## config.mk

```make
export PLATFORM = sky130hd
export DESIGN_NAME = dram_refresh_slot_config_regs
export DESIGN_NICKNAME = d
export VERILOG_FILES = /design/src/core/dram_cfg_pkg.sv /design/src/core/dram_refresh_slot_config_regs.sv
export SDC_FILE = /design/constraint.sdc
export NUM_CORES = 1
export LEC_CHECK = 0
export BUFFER_PORTS_ARGS = -buffer_cell sky130_fd_sc_hd__clkbuf_2
export CORE_UTILIZATION = 28
export DETAILED_ROUTE_END_ITERATION = 6
export GPL_ROUTABILITY_DRIVEN = 1
export PLACE_DENSITY = 0.58
export SETUP_SLACK_MARGIN = 0.3
export SKIP_CTS_REPAIR_TIMING = 1
export SYNTH_ARGS = -nofsm -noshare
export SYNTH_HDL_FRONTEND = slang
export SYNTH_SLANG_ARGS = --single-unit
```

## constraint.sdc

```tcl
create_clock -name clk -period 7.2 [get_ports clk]
set_clock_uncertainty 0.2 [all_clocks]
set_input_delay 0.36 -clock clk [delete_from_list [all_inputs] [get_ports clk]]
set_output_delay 0.36 -clock clk [all_outputs]
set_load 0.01 [all_outputs]
```

## src/core/dram_cfg_pkg.sv

```systemverilog
package dram_cfg_pkg;
   // I/O ports of the index/data pair
   localparam logic [7:0] INDEX_PORT = 8'hEC;
   localparam logic [7:0] DATA_PORT = 8'hED;

   // Register indices
   localparam logic [7:0] IDX_SLOT = 8'h02;
   localparam logic [7:0] IDX_MAP = 8'h03;
   localparam logic [7:0] IDX_TIMING = 8'h05;
   localparam logic [7:0] IDX_REFRESH = 8'h06;

   // Values after reset, before straps load
   localparam logic [7:0] RST_SLOT = 8'hFF;
   localparam logic [7:0] RST_MAP = 8'h00;
   localparam logic [7:0] RST_TIMING = 8'h00;
   localparam logic [7:0] RST_REFRESH = 8'h00;
   localparam logic [7:0] RST_INDEX = 8'h00;

   // Field positions
   localparam int MAP_WIDE = 7;
   localparam int MAP_REMAP = 4;
   localparam int TIM_WAKE = 7;
   localparam int TIM_DELAY = 6;
   localparam int TIM_FAST = 3;
   localparam int TIM_PAGE_MODE_DISABLE_N = 2;
   localparam int TIM_PAR = 1;
   localparam int TIM_ROW_STROBE_SHUTOFF = 0;
   localparam int REF_SUSP = 7;
   localparam int REF_CPUOFF = 6;
   localparam int REF_RESET_REQUEST_FLAG = 5;
   localparam int REF_HALT = 4;
   localparam logic [7:0] REF_SW_MASK = 8'hCF;

   // Slot pointer segment marks (A23-A16)
   localparam logic [7:0] SEG_MIN = 8'h04;
   localparam logic [7:0] SEG_640K = 8'h0A;
   localparam logic [7:0] SEG_1M = 8'h10;
   localparam logic [7:0] SEG_ROM = 8'hFE;

   // Timing
   localparam int CLK_PERIOD_NS = 10;
   localparam int REF_STD_NS = 15625;
   localparam int REF_SLOW1_NS = 125000;
   localparam int REF_SLOW2_NS = 250000;
   localparam int REF_STD_CYCLES = REF_STD_NS / CLK_PERIOD_NS;
   localparam int REF_SLOW1_CYCLES = REF_SLOW1_NS / CLK_PERIOD_NS;
   localparam int REF_SLOW2_CYCLES = REF_SLOW2_NS / CLK_PERIOD_NS;
   localparam int CPU_RESET_NS = 160;
   localparam int CPU_RESET_CYCLES = (CPU_RESET_NS + CLK_PERIOD_NS - 1) / CLK_PERIOD_NS;
   localparam int START_DELAY_CYCLES = 2;
   localparam int DOUBLE_RATE_CLOCK_PER_WAIT = 2;

   // Suspend sequencer
   typedef enum logic [1:0] {ST_RUN, ST_SUSPEND, ST_RESET} susp_state_e;

   // Decoded DRAM configuration
   typedef struct packed {
      logic wide_dram;
      logic [1:0] rom_move;
      logic remap_active;
      logic [3:0] map_select;
      logic [1:0] wait_states;
      logic [2:0] wait_double_rate_clock;
      logic [2:0] page_miss_waits;
      logic page_mode_off;
      logic parity_on;
      logic ras_shutoff;
   } dram_cfg_s;

   // Suspend and refresh controls
   typedef struct packed {
      logic suspended;
      logic slow_timebase;
      logic self_refresh;
      logic clocks_stopped;
      logic leakage_ctl;
      logic cpu_off_pins;
      logic ras_only;
      logic cas_before_ras;
      logic refresh_off;
   } power_s;
endpackage : dram_cfg_pkg

```

## src/core/dram_refresh_slot_config_regs.sv

```systemverilog
`timescale 1ns/1ps
// What this block does
// - Wide-DRAM bit selects 512Kx8 parts, four banks up to 8 MB.
// - ROM-move bits relocate ROM ranges; loaded from straps 8 and 7.
// - Remap bit moves 384K to top only for 1-4 MB; strap 4.
// - Memory-map bits select the DRAM map; loaded from straps 3..0.
// - Wakeup and cache-enable bits choose shared pin role.
// - Writing one to cache-enable clears the wakeup bit.
// - Delay bit postpones cycle start two clocks on read misses.
// - Wait-state bits set DRAM wait states, two clocks each.
// - Page-miss waits follow wait bits and fast bit table.
// - Page-mode-disable bit turns page mode off; strap 6.
// - Parity-disable bit zero enables parity; resets to zero.
// - Shut-off bit keeps only one row strobe on bank miss.
// - Suspend enable with suspend input low enters suspend mode.
// - CPU-off option sets pin states and resets CPU on exit.
// - Reset-request flag sets on requests, cleared by CPU reset rise.
// - Halt flag sets on halt, clears on resets, NMI, acknowledge.
// - Refresh-mode field selects refresh type or disables it.
// - Refresh-period field gives 15.625, 125 or 250 us.
// - Slot pointer vs A23-A16 splits board memory and slot bus.
// - Pointer 00h disables bank selects for SRAM systems.
// - Pointer 04h-09h hides board DRAM from pointer to A0000h.
// - Pointer FEh or FFh gives no slot accesses; 0Ah-0Fh decode as 10h.
module dram_refresh_slot_config_regs #(
   parameter int REF_STD = dram_cfg_pkg::REF_STD_CYCLES,
   parameter int REF_SLOW1 = dram_cfg_pkg::REF_SLOW1_CYCLES,
   parameter int REF_SLOW2 = dram_cfg_pkg::REF_SLOW2_CYCLES
) (
   // Clock and reset
   input wire logic clk,
   input wire logic nrst,
   // Index/data I/O port
   input wire logic io_wr,
   input wire logic io_rd,
   input wire logic [7:0] io_addr,
   input wire logic [7:0] io_wdata,
   output logic [7:0] io_rdata,
   // Strap pins and external pins
   input wire logic [8:0] strap_addr_lines,
   input wire logic suspend_n,
   input wire logic nmi,
   input wire logic rtc_32k,
   input wire logic miss_in,
   output logic wake_out,
   output logic wake_oe,
   // Sideband from the rest of the controller
   input wire logic [4:0] total_mem_mb,
   input wire logic cache_enable_bit,
   input wire logic cache_enable_wr,
   input wire logic dma_or_master,
   input wire logic kbd_reset_req,
   input wire logic porta_reset_req,
   input wire logic special_reset_req,
   input wire logic cpu_reset,
   input wire logic halt_cycle,
   input wire logic inta_cycle,
   // Cycle start
   input wire logic cycle_start_req,
   input wire logic read_miss,
   output logic cycle_start,
   // CPU address decode
   input wire logic mem_req,
   input wire logic [7:0] cpu_addr_hi,
   output logic board_sel,
   output logic slot_sel,
   output logic rom_sel,
   output logic bank_sel_en,
   // Configuration and power
   output dram_cfg_pkg::dram_cfg_s dram_cfg,
   output dram_cfg_pkg::power_s power,
   output logic refresh_tick,
   output logic miss_seen,
   output logic processor_reset_out,
   output logic coprocessor_reset_out
);
   logic [7:0] index_reg, index_next;
   logic [7:0] slot_reg, slot_next;
   logic [7:0] map_reg, map_next;
   logic [7:0] timing_reg, timing_next;
   logic [7:0] refresh_reg, refresh_next;
   logic [13:0] sync1_reg, sync2_reg;
   localparam int START_W = dram_cfg_pkg::START_DELAY_CYCLES + 1;

   logic rst_seen_reg, rtc_d_reg, nmi_d_reg, cpu_reset_d_reg;
   logic [START_W-1:0] start_pipe_reg;
   logic [17:0] ref_cnt_reg;
   logic [7:0] rst_cnt_reg;
   dram_cfg_pkg::susp_state_e state_reg, state_next;

   // Page-miss wait count from wait bits and fast bit
   function automatic logic [2:0] page_miss_ws(input logic [1:0] ws, input logic fast);
      logic [2:0] r;
      r = 3'h3;
      if (ws[1]) begin
         r = fast ? 3'h5 : 3'h4;
      end else if (!ws[0]) begin
         r = fast ? 3'h3 : 3'h2;
      end
      return r;
   endfunction : page_miss_ws

   // Refresh interval for the period field
   function automatic logic [17:0] ref_period(input logic [1:0] code);
      logic [17:0] r;
      r = 18'(REF_STD);
      case (code)
         2'h1: r = 18'(REF_SLOW1);
         2'h2: r = 18'(REF_SLOW2);
         default: r = 18'(REF_STD);
      endcase
      return r;
   endfunction : ref_period

   // Synchronised pins
   wire logic [8:0] strap_q = sync2_reg[8:0];
   wire logic susp_n_q = sync2_reg[9];
   wire logic nmi_q = sync2_reg[10];
   wire logic rtc_q = sync2_reg[11];
   wire logic miss_q = sync2_reg[12];

   // Port decode
   wire logic idx_wr = io_wr && io_addr == dram_cfg_pkg::INDEX_PORT;
   wire logic dat_wr = io_wr && io_addr == dram_cfg_pkg::DATA_PORT;
   wire logic dat_rd = io_rd && io_addr == dram_cfg_pkg::DATA_PORT;
   wire logic strap_load = !rst_seen_reg;
   wire logic wr_slot = dat_wr && index_reg == dram_cfg_pkg::IDX_SLOT;
   wire logic wr_map = dat_wr && index_reg == dram_cfg_pkg::IDX_MAP;
   wire logic wr_tim = dat_wr && index_reg == dram_cfg_pkg::IDX_TIMING;
   wire logic wr_ref = dat_wr && index_reg == dram_cfg_pkg::IDX_REFRESH;

   // Status events
   wire logic rst_req_set = kbd_reset_req || porta_reset_req || special_reset_req;
   wire logic cpu_reset_rise = cpu_reset && !cpu_reset_d_reg;
   wire logic halt_clr = cpu_reset || (nmi_q && !nmi_d_reg) || inta_cycle;
   wire logic rtc_rise = rtc_q && !rtc_d_reg;

   // Read mux, unmapped indices read zero
   wire logic [7:0] rd_mux =
      index_reg == dram_cfg_pkg::IDX_SLOT ? slot_reg :
      index_reg == dram_cfg_pkg::IDX_MAP ? map_reg :
      index_reg == dram_cfg_pkg::IDX_TIMING ? timing_reg :
      index_reg == dram_cfg_pkg::IDX_REFRESH ? refresh_reg : 8'h00;

   // Next values of the configuration registers
   assign index_next = idx_wr ? io_wdata : index_reg;
   assign slot_next = wr_slot ? io_wdata : slot_reg;
   assign map_next = strap_load ? {1'b0, strap_q[8:7], strap_q[4:0]} :
      wr_map ? io_wdata : map_reg;
   always_comb begin
      timing_next = timing_reg;
      if (strap_load) begin
         timing_next = {2'h0, strap_q[5], 2'h0, strap_q[6], 2'h0};
      end else if (wr_tim) begin
         timing_next = io_wdata;
      end
      if (cache_enable_wr && cache_enable_bit) begin
         timing_next[dram_cfg_pkg::TIM_WAKE] = 1'b0;
      end
   end

   // Refresh register: software bits plus two status flags
   always_comb begin
      refresh_next = refresh_reg;
      if (wr_ref) begin
         refresh_next = (io_wdata & dram_cfg_pkg::REF_SW_MASK) |
            (refresh_reg & ~dram_cfg_pkg::REF_SW_MASK);
      end
      if (rst_req_set) begin
         refresh_next[dram_cfg_pkg::REF_RESET_REQUEST_FLAG] = 1'b1;
      end
      if (cpu_reset_rise) begin
         refresh_next[dram_cfg_pkg::REF_RESET_REQUEST_FLAG] = 1'b0;
      end
      if (halt_clr) begin
         refresh_next[dram_cfg_pkg::REF_HALT] = 1'b0;
      end
      if (halt_cycle) begin
         refresh_next[dram_cfg_pkg::REF_HALT] = 1'b1;
      end
   end

   // Register storage; straps load on the first edge after release
   always_ff @(posedge clk) begin
      if (!nrst) begin
         index_reg <= dram_cfg_pkg::RST_INDEX;
         slot_reg <= dram_cfg_pkg::RST_SLOT;
         map_reg <= dram_cfg_pkg::RST_MAP;
         timing_reg <= dram_cfg_pkg::RST_TIMING;
         refresh_reg <= dram_cfg_pkg::RST_REFRESH;
         rst_seen_reg <= 1'b0;
      end else begin
         index_reg <= index_next;
         slot_reg <= slot_next;
         map_reg <= map_next;
         timing_reg <= timing_next;
         refresh_reg <= refresh_next;
         rst_seen_reg <= 1'b1;
      end
   end

   // Pin synchronisers run through reset, so straps are settled at release
   always_ff @(posedge clk) begin
      sync1_reg <= {1'b1, miss_in, rtc_32k, nmi, suspend_n, strap_addr_lines};
      sync2_reg <= sync1_reg;
      rtc_d_reg <= rtc_q; // Tracks the pin in reset: no false edge
      nmi_d_reg <= nmi_q;
      if (!nrst) begin
         cpu_reset_d_reg <= 1'b0;
      end else begin
         cpu_reset_d_reg <= cpu_reset;
      end
   end

   // Read data, wake pin and miss input
   wire logic wake_mode = timing_reg[dram_cfg_pkg::TIM_WAKE] && !cache_enable_bit;
   always_ff @(posedge clk) begin
      if (!nrst) begin
         io_rdata <= 8'h00;
         wake_out <= 1'b0;
         wake_oe <= 1'b0;
         miss_seen <= 1'b0;
      end else begin
         io_rdata <= dat_rd ? rd_mux : 8'h00;
         wake_oe <= wake_mode;
         wake_out <= !dma_or_master;
         miss_seen <= cache_enable_bit && !miss_q;
      end
   end

   // Cycle start, postponed on read misses when delay is set
   wire logic delay_it = timing_reg[dram_cfg_pkg::TIM_DELAY] && read_miss;
   always_ff @(posedge clk) begin
      if (!nrst) begin
         start_pipe_reg <= '0;
         cycle_start <= 1'b0;
      end else begin
         start_pipe_reg <= {start_pipe_reg[START_W-2:0], cycle_start_req && delay_it};
         cycle_start <= (cycle_start_req && !delay_it) || start_pipe_reg[START_W-2];
      end
   end

   // Decoded DRAM configuration
   wire logic remap_ok = total_mem_mb >= 5'h01 && total_mem_mb <= 5'h04;
   always_ff @(posedge clk) begin
      if (!nrst) begin
         dram_cfg <= '0;
      end else begin
         dram_cfg.wide_dram <= map_reg[dram_cfg_pkg::MAP_WIDE];
         dram_cfg.rom_move <= map_reg[6:5];
         dram_cfg.remap_active <= map_reg[dram_cfg_pkg::MAP_REMAP] && remap_ok;
         dram_cfg.map_select <= map_reg[3:0];
         dram_cfg.wait_states <= timing_reg[5:4];
         dram_cfg.wait_double_rate_clock <= 3'({1'b0, timing_reg[5:4]} * 3'(dram_cfg_pkg::DOUBLE_RATE_CLOCK_PER_WAIT));
         dram_cfg.page_miss_waits <= page_miss_ws(timing_reg[5:4],
            timing_reg[dram_cfg_pkg::TIM_FAST]);
         dram_cfg.page_mode_off <= timing_reg[dram_cfg_pkg::TIM_PAGE_MODE_DISABLE_N];
         dram_cfg.parity_on <= !timing_reg[dram_cfg_pkg::TIM_PAR];
         dram_cfg.ras_shutoff <= timing_reg[dram_cfg_pkg::TIM_ROW_STROBE_SHUTOFF];
      end
   end

   // Suspend sequencer
   wire logic susp_req = refresh_reg[dram_cfg_pkg::REF_SUSP] && !susp_n_q;
   wire logic cpu_off = refresh_reg[dram_cfg_pkg::REF_CPUOFF];
   always_comb begin
      state_next = state_reg;
      case (state_reg)
         dram_cfg_pkg::ST_RUN: begin
            if (susp_req) begin
               state_next = dram_cfg_pkg::ST_SUSPEND;
            end
         end
         dram_cfg_pkg::ST_SUSPEND: begin
            if (!susp_req) begin
               state_next = cpu_off ? dram_cfg_pkg::ST_RESET : dram_cfg_pkg::ST_RUN;
            end
         end
         dram_cfg_pkg::ST_RESET: begin
            if (rst_cnt_reg == 8'h01) begin
               state_next = dram_cfg_pkg::ST_RUN;
            end
         end
         default: state_next = dram_cfg_pkg::ST_RUN;
      endcase
   end

   // Sequencer state, reset pulse length and reset outputs
   wire logic enter_reset = state_reg == dram_cfg_pkg::ST_SUSPEND &&
      state_next == dram_cfg_pkg::ST_RESET;
   always_ff @(posedge clk) begin
      if (!nrst) begin
         state_reg <= dram_cfg_pkg::ST_RUN;
         rst_cnt_reg <= 8'h00;
         processor_reset_out <= 1'b0;
         coprocessor_reset_out <= 1'b0;
      end else begin
         state_reg <= state_next;
         rst_cnt_reg <= enter_reset ? 8'(dram_cfg_pkg::CPU_RESET_CYCLES) :
            rst_cnt_reg - 8'(rst_cnt_reg != 8'h00);
         processor_reset_out <= state_next == dram_cfg_pkg::ST_RESET;
         coprocessor_reset_out <= state_next == dram_cfg_pkg::ST_RESET;
      end
   end

   // Power and refresh controls
   wire logic in_susp = state_reg == dram_cfg_pkg::ST_SUSPEND;
   wire logic [1:0] rmode = refresh_reg[3:2];
   always_ff @(posedge clk) begin
      if (!nrst) begin
         power <= '0;
      end else begin
         power.suspended <= in_susp;
         power.slow_timebase <= in_susp;
         power.self_refresh <= in_susp && rmode == 2'h2;
         power.clocks_stopped <= in_susp;
         power.leakage_ctl <= in_susp;
         power.cpu_off_pins <= in_susp && cpu_off;
         power.ras_only <= rmode == 2'h0;
         power.cas_before_ras <= rmode == 2'h1 || (rmode == 2'h2 && !in_susp);
         power.refresh_off <= rmode == 2'h3;
      end
   end

   // Refresh request timer; suspend counts 32 kHz edges instead
   wire logic ref_step = in_susp ? rtc_rise : 1'b1;
   wire logic ref_done = ref_step && ref_cnt_reg >= ref_period(refresh_reg[1:0]) - 18'h1;
   always_ff @(posedge clk) begin
      if (!nrst) begin
         ref_cnt_reg <= 18'h0;
         refresh_tick <= 1'b0;
      end else begin
         ref_cnt_reg <= ref_done ? 18'h0 : ref_cnt_reg + 18'(ref_step);
         refresh_tick <= ref_done && rmode != 2'h3;
      end
   end

   // Slot pointer decode
   wire logic [7:0] eff_ptr = (slot_reg >= dram_cfg_pkg::SEG_640K &&
      slot_reg < dram_cfg_pkg::SEG_1M) ? dram_cfg_pkg::SEG_1M : slot_reg;
   wire logic low_ptr = slot_reg < dram_cfg_pkg::SEG_640K;
   wire logic in_rom = cpu_addr_hi >= dram_cfg_pkg::SEG_ROM;
   wire logic in_hole = cpu_addr_hi >= dram_cfg_pkg::SEG_640K &&
      cpu_addr_hi < dram_cfg_pkg::SEG_1M;
   wire logic in_base = cpu_addr_hi < dram_cfg_pkg::SEG_640K;
   wire logic ptr_on = slot_reg != 8'h00;
   wire logic below_ptr = cpu_addr_hi < eff_ptr;
   wire logic want_board = ptr_on && !in_hole && !in_rom &&
      (low_ptr ? below_ptr : (in_base || below_ptr));
   wire logic want_slot = ptr_on && !in_hole && !in_rom && !want_board;
   always_ff @(posedge clk) begin
      if (!nrst) begin
         board_sel <= 1'b0;
         slot_sel <= 1'b0;
         rom_sel <= 1'b0;
         bank_sel_en <= 1'b0;
      end else begin
         board_sel <= mem_req && want_board;
         slot_sel <= mem_req && want_slot;
         rom_sel <= mem_req && in_rom;
         bank_sel_en <= ptr_on;
      end
   end

   // Straps appear in the map register after release
   strap_load_a: assert property (@(posedge clk) disable iff (!nrst)
      strap_load |=> map_reg[3:0] == $past(strap_q[3:0]) && map_reg[6:5] == $past(strap_q[8:7]))
      else $error("straps not loaded");

   // Cache-enable write clears wakeup
   cache_clr_a: assert property (@(posedge clk) disable iff (!nrst)
      cache_enable_wr && cache_enable_bit |=> !timing_reg[dram_cfg_pkg::TIM_WAKE])
      else $error("wakeup not cleared");

   // Delayed start arrives three edges later
   start_delay_a: assert property (@(posedge clk) disable iff (!nrst)
      cycle_start_req && delay_it && !$past(cycle_start_req) |=> !cycle_start ##2 cycle_start)
      else $error("start delay wrong");

   // Page-miss wait count
   page_miss_a: assert property (@(posedge clk) disable iff (!nrst)
      timing_reg[5:4] == 2'h3 && timing_reg[3] ##1 $stable(timing_reg)
      |-> dram_cfg.page_miss_waits == 3'h5)
      else $error("page miss waits wrong");

   // Reset-request flag cleared by CPU reset rise
   reset_request_flag_clr_a: assert property (@(posedge clk) disable iff (!nrst)
      cpu_reset_rise |=> !refresh_reg[dram_cfg_pkg::REF_RESET_REQUEST_FLAG])
      else $error("reset request not cleared");

   // Halt flag set by halt cycle
   halt_set_a: assert property (@(posedge clk) disable iff (!nrst)
      halt_cycle |=> refresh_reg[dram_cfg_pkg::REF_HALT])
      else $error("halt flag not set");

   // Zero pointer keeps DRAM selects off
   slot_zero_a: assert property (@(posedge clk) disable iff (!nrst)
      slot_reg == 8'h00 && $stable(slot_reg) |=> !bank_sel_en && !board_sel)
      else $error("dram selected with zero pointer");

   // Top segments never go to the slots
   rom_seg_a: assert property (@(posedge clk) disable iff (!nrst)
      mem_req && cpu_addr_hi >= dram_cfg_pkg::SEG_ROM |=> rom_sel && !slot_sel)
      else $error("top segment reached slots");

   // Exit with CPU-off raises both resets
   susp_reset_a: assert property (@(posedge clk) disable iff (!nrst)
      enter_reset |=> processor_reset_out && coprocessor_reset_out)
      else $error("no reset on suspend exit");
endmodule : dram_refresh_slot_config_regs

```

==> reports/results.txt, run 1 <==
Top sig layer - met4
Area grow syn2layout - 27.82%
Outcome - completed
Cell count after synthesis - 568
DRT iter0 DRCs - 245
Clk pwr share - 0.465
Tightest Pin Transition - 0.8924 ns
Share of the synthesized area in the top cell type - 0.5001
Slowest stage delay, CP - 0.37 ns
Final period utilization - 0.4090
Sequential Power Share - 0.446
Worst-case clock buffer depth - 2
Num ports - 105
Peak supply drop - 167.7 uV
DR WL met3 - 530 um
Clock transition at the registers of the reported paths - 0.06 ns
Finished Cell Area - 7112 um^2
Routed len/inst - 13.95 um
ANT cells - 0
Global-route wire length before repair - 21,030 um
Core Area - 19,460 um^2
WL met2 - 6214 um
Top cell type by total area after synthesis - dfxtp_1
Finish-stage setup viols - 0
Die area - 20,440 um^2
Worst hold slack - 0.01483 ns
CTS tree - done
Setup Total Neg Slack - 0 ns
Worst setup path startpoint - refresh_reg[0]$_SDFFE_PN0P_
Port Buffer Count - 103
WL final - 13,510 um
Worst Path Max Fanout - 13
Min-Delay Startpoint - mem_req
Crit path cell chain - inv_1 -> ha_1 -> inv_1 -> ha_1 -> and3_1 -> nor3b_1 -> a311oi_1 -> o311ai_2 -> buf_4 -> a211oi_1
Sw Ratio - 0.2351
Leak - 2.966 nW
Most common cell in the netlist - dfxtp_1
Final hold viol count - 0
Via density - 4.514
Gr ovfl total - 0
Critical Path RT - 7.33 ns
Ratio of cells with drive above 1 in the final layout - 0.2119
Main synth FF type - dfxtp_1
WP data arrival - 3.07 ns
Tot GR Track Use - 0.1380
Minimum clock period - 2.945 ns
Yosys reg bits - 139
Routability cong. - 0.8332
Width of the die - 143.0 um
Post-detailed-route count of antenna-violating nets - 0
YS warnings - 0
Met1 wire length - 6525 um
CP max stage cell - a311oi_1
Switching power - 0.0004398 W
Number of synthesized flops with an enable pin - 0
Synth Area per Inst - 9.796 um^2
Clock sinks - 139
Drt drc - 0
Largest net degree at the start of global routing - 45
Final HPWL DP - 9650 um
H-Tree Depth - 4
HP Class - in -> reg
Pwr Density - 263.0 nW/um^2
Root buffer selected by CTS - clkbuf_16
RSZ-0062 raised after global routing - false
Vias in the first global route - 3,960
Max-slew violations - 0
Slew Limit Headroom - 0.4029
Placed cell areas - 6295 um^2
Area contributors post-synth - dfxtp_1, ha_1, mux2i_1, a21oi_1, nand2_1
FF-to-FF Start - refresh_reg[0]$_SDFFE_PN0P_
Internal - 0.001431 W
Fill cell count - 1,946
Standard-cell row count - 51
WS Path Type - reg -> reg
Ys async rst share - 0
Initial antenna violation count - 0
Post-synthesis sequential area ratio - 0.5001
Clk_lat worst skew - 0.42 ns
Gate power share - 0.089
Fin nets - 778
Num CTS Buffers - 17
Achievable Freq - 339.6 MHz
Commonest cells in the netlist - dfxtp_1, a21oi_1, nand2_1
Drt pass-1 iters - 4
Critical Path Start Type - register
Via count - 4,370
Initial Util - 0.2859
Die Span Y - 143.0 um
Crit. End Element - register
Maxcap violations - 0
Mapped cell area - 5564 um^2
Largest register FFs - 18
Distinct cells, synth - 54
[path summary, 6_finish.rpt]
| kind | slack, ns | depth (start not counted) | to |
|---|---|---|---|
| setup / recovery | 4.26 | 10 | ref_cnt_reg[13]$_SDFF_PP0_ |
| hold / removal | 0.01 | 2 | rom_sel$_SDFF_PN0_ |
| setup reg to reg | 4.26 | 10 | ref_cnt_reg[13]$_SDFF_PP0_ |
| hold reg to reg | 0.13 | 0 | sync2_reg[0]$_DFF_P_ |
[stage by stage]
stage	setup WS [ns]	utilization	instances	total power, W
floorplan	4.501	-	569	0.0009587
global placement	4.357	0.3234	914	0.001009
detailed placement	4.295	0.3234	914	0.001010
CTS	4.258	0.3536	945	0.001880
global route	4.082	0.3654	968	0.001953
finish	4.255	0.3654	968	0.001871
[cells in the final DEF (no fill, tap or decap), types with 10 or more instances in the layout]
cell           synthesis  layout
ha_1                  29      29
dfxtp_1              139     139
mux2i_1               29      29
xor2_1                13      13
nor2_1                40      40
nand2_1               47      47
clkbuf_16              0      17
dlygate4sd3_1          0      23
nand3_1               12      12
o21ai_0               31      30
a21oi_1               47      47
and2_1                13      13
inv_1                 22      22
clkbuf_2               0     103
a211oi_1              18      18
xnor2_1               10      10
[area by class of cell]
class / instances / area [um^2] / share of cell area
clock buffer: 22 / 474.2 / 0.06668
clock inverter: 9 / 112.6 / 0.01583
inverter: 22 / 82.58 / 0.01161
multi-input combinational: 379 / 2537 / 0.3568
sequential: 139 / 2783 / 0.3913
tap: 265 / 331.6 / 0.04662
timing repair buffer: 132 / 790.8 / 0.1112
[power groups by stage]
stage               sequential [W]  combinational, W  clock [W]
floorplan                 0.000845          0.000114          0
global placement          0.000850          0.000158          0
detailed placement        0.000851          0.000160          0
CTS                       0.000834          0.000161   0.000886
global route              0.000839          0.000191   0.000923
finish                    0.000834          0.000166   0.000870
[per-layer routing]
| layer | global-route usage | vias to the layer above |
|---|---|---|
| li1 | - | 2242 |
| met1 | 0.1782 | 2014 |
| met2 | 0.2169 | 97 |
| met3 | 0.03756 | 17 |
| met4 | 0.05490 | 0 |
| met5 | 0 | - |
[critical path, delay by kind of cell, from the launching register on]
family                   cells  cell delay [ns]
AO/OA/AOI/OAI                3             0.88
adder cells (fa/ha/maj)      2             0.65
buffers and inverters        3             0.43
flip-flops                   1             0.35
AND/OR/NAND/NOR              2             0.33
[cells by family after synthesis]
logic type                 share of synthesized area
buffers and inverters                        0.04452
other                                       0.001350
and+or+nand+nor                               0.1684
xor gates and xnor gates                     0.03620
adders and majority gates                    0.06521
muxes                                        0.05217
DFF                                           0.5001
AOI/OAI and AO/OA                             0.1320
(Power assumes the default switching activity.)
==> inputs of run 2 (changes only) <==
--- a/config.mk
+++ b/config.mk
@@ -9,7 +9,7 @@
 export CORE_UTILIZATION = 28
 export DETAILED_ROUTE_END_ITERATION = 6
 export GPL_ROUTABILITY_DRIVEN = 1
-export PLACE_DENSITY = 0.58
+export PLACE_DENSITY = 0.6
 export SETUP_SLACK_MARGIN = 0.3
 export SKIP_CTS_REPAIR_TIMING = 1
 export SYNTH_ARGS = -nofsm -noshare
==> constraint.sdc (replaced) <==
create_clock -name clk -period 2.5 [get_ports clk]
set_clock_uncertainty 0.2 [all_clocks]
set_input_delay 0.125 -clock clk [delete_from_list [all_inputs] [get_ports clk]]
set_output_delay 0.125 -clock clk [all_outputs]
set_load 0.01 [all_outputs]
==> run 2 against run 1 <==
The run now ends with hold timing left. Hold slack lost 0.073 ns. Sequential power grew to 2.9 times the previous value. Sequential share of layout area is 2.4 points lower. Critical path depth did not move. First-iteration DRC count down 18%. Utilization is 2.5 points higher. Via count up 2.8%. Non-clock buffer count grew 29. Setup slack worse by 4.1 ns. Design area up 6.9%. Wire length up 1.4%. Critical path type unchanged. Largest cell class unchanged.
==> reports/results.txt, run 2 (same netlist as run 1, synthesis figures left out) <==
Max-slew violations - 0
CTS tree - done
Final hold viol count - 2
Num ports - 105
Crit path max-delay family - compound AO/OA/AOI/OAI gates
Most common cell after layout, fill and taps aside - dfxtp_1
Clk_lat worst skew - 0.42 ns
WL final - 13,700 um
Port Buffer Count - 103
Gr ovfl total - 0
Final HPWL DP - 9641 um
R2r endpoint - ref_cnt_reg[4]$_SDFF_PP0_
Die area - 20,440 um^2
Routability cong. - 0.8259
Worst Path Max Fanout - 12
Commonest cells after routing, fill and taps aside - dfxtp_1, clkbuf_2, nand2_1
Setup Total Neg Slack - 0 ns
Crit path cell chain - inv_2 -> ha_4 -> inv_4 -> ha_4 -> and3_4 -> nor3b_2 -> a311oi_2 -> o311ai_2 -> buf_6 -> a211oi_1
Tot GR Track Use - 0.1370
Failing checks - hold timing
Root buffer selected by CTS - clkbuf_16
Slowest stage delay, CP - 0.35 ns
Critical Path Start Type - register
Critical Path RT - 2.62 ns
Placed cell areas - 6439 um^2
Width of the die - 143.0 um
Pwr Density - 742.5 nW/um^2
Largest net degree at the start of global routing - 42
Drt drc - 0
H-Tree Depth - 4
Finish-stage setup viols - 0
CP Buf/Inv Count - 3
Ratio of cells with drive above 1 in the final layout - 0.2769
WP data arrival - 2.51 ns
Clock transition at the registers of the reported paths - 0.06 ns
Fill cell count - 1,932
Leak - 3.161 nW
Initial antenna violation count - 0
R2R setup slack - 0.11 ns
Final period utilization - 0.9547
Worst-case clock buffer depth - 2
Initial Util - 0.2859
Standard-cell row count - 51
FF-to-FF Start - refresh_reg[0]$_SDFFE_PN0P_
Num CTS Buffers - 17
CP dominant cell by count - ha_4
Die Span Y - 143.0 um
Fin nets - 807
Minimum clock period - 2.387 ns
Tot Pwr - 0.005648 W
Worst hold slack - -0.05819 ns
Min-Delay Startpoint - cpu_addr_hi[1]
Crit. End Element - register
Fin util - 0.3908
Routed len/inst - 13.72 um
Achievable Freq - 419.0 MHz
R2R cell count - 10
Clock sinks - 139
Core Area - 19,460 um^2
WS Path Type - reg -> reg
Area grow syn2layout - 36.70%
Largest register FFs - 18
Maxcap violations - 0
Via count - 4,491
Slew Limit Headroom - 0.5046
Finished Cell Area - 7606 um^2
Drt pass-1 iters - 4
Setup WS post-layout - 0.1132 ns
Vias in the first global route - 4,098
Hold EP - board_sel$_SDFF_PN0_
Post-detailed-route count of antenna-violating nets - 0
RSZ-0062 raised after global routing - true
Outcome - finished with violations
Tightest Pin Transition - 0.7423 ns
Via density - 4.500
Number of cells on the worst hold path - 4
Peak supply drop - 470.9 uV
HP Class - in -> reg
CP max stage cell - dfxtp_2
Global-route wire length before repair - 21,190 um
ANT cells - 0
DRT iter0 DRCs - 200
Place WS - 0.02577 ns
[run 2: cell count changes in the layout (fill, tap and decap cells not counted), moves of 4 or more]
cell / previous run / this run
dfxtp_1: 139 / 131
a211oi_1: 18 / 9
dlygate4sd3_1: 23 / 39
ha_1: 29 / 24
nor3b_2: 1 / 5
a211oi_2: 1 / 10
buf_4: 6 / 17
dfxtp_2: 0 / 8
nor3b_1: 6 / 2
ha_4: 0 / 4
[run 2: power by group]
| group | internal [W] | leakage, nW | switching, W |
|---|---|---|---|
| Combinational | 0.000350 | 1.72 | 0.000287 |
| Sequential | 0.00233 | 1.14 | 0.0000860 |
| Clock | 0.00154 | 0.301 | 0.00105 |
[run 2: area by class of cell]
| cell class | instances | area (um^2) | area share |
|---|---|---|---|
| Timing Repair Buffer | 161 | 1065 | 0.1400 |
| Tap cell | 265 | 331.6 | 0.04359 |
| Inverter | 22 | 85.08 | 0.01119 |
| Multi-Input combinational cell | 379 | 2714 | 0.3568 |
| Clock buffer | 18 | 439.2 | 0.05774 |
| Clock inverter | 14 | 178.9 | 0.02352 |
| Sequential cell | 139 | 2793 | 0.3672 |
[run 2: per-stage QoR]
step	instances	hold WS (ns)
after floorplan	569	-0.04728
after global placement	923	0.02792
after detailed placement	923	0.02890
after CTS	955	-0.4211
after global routing	998	0.01215
final	998	-0.05819
[run 2: worst max path at each step]
stage | cells after the start | to | from | slack (ns)
after floorplan | 10 | refresh_tick$_SDFF_PN0_ | refresh_reg[0]$_SDFFE_PN0P_ | 0.07
after global placement | 9 | ref_cnt_reg[17]$_SDFF_PP0_ | refresh_reg[1]$_SDFFE_PN0P_ | 0.11
after detailed placement | 9 | ref_cnt_reg[17]$_SDFF_PP0_ | refresh_reg[1]$_SDFFE_PN0P_ | 0.03
after CTS | 9 | ref_cnt_reg[4]$_SDFF_PP0_ | refresh_reg[1]$_SDFFE_PN0P_ | -0.004
after global routing | 10 | refresh_tick$_SDFF_PN0_ | refresh_reg[0]$_SDFFE_PN0P_ | 0.05
final | 10 | ref_cnt_reg[4]$_SDFF_PP0_ | refresh_reg[0]$_SDFFE_PN0P_ | 0.11
[run 2: tightest hold or removal path: stages]
cell      delay (ns)
clkbuf_2        0.11
o21ai_0         0.10
nand3b_1        0.11
a31oi_1         0.07
[run 2: metal layers]
metal	GRT usage	share of wire	vias up
li1	-	-	2303
met1	0.1738	0.46	2078
met2	0.2200	0.49	89
met3	0.03722	0.034	21
met4	0.05263	0.016	0
met5	0	0	-
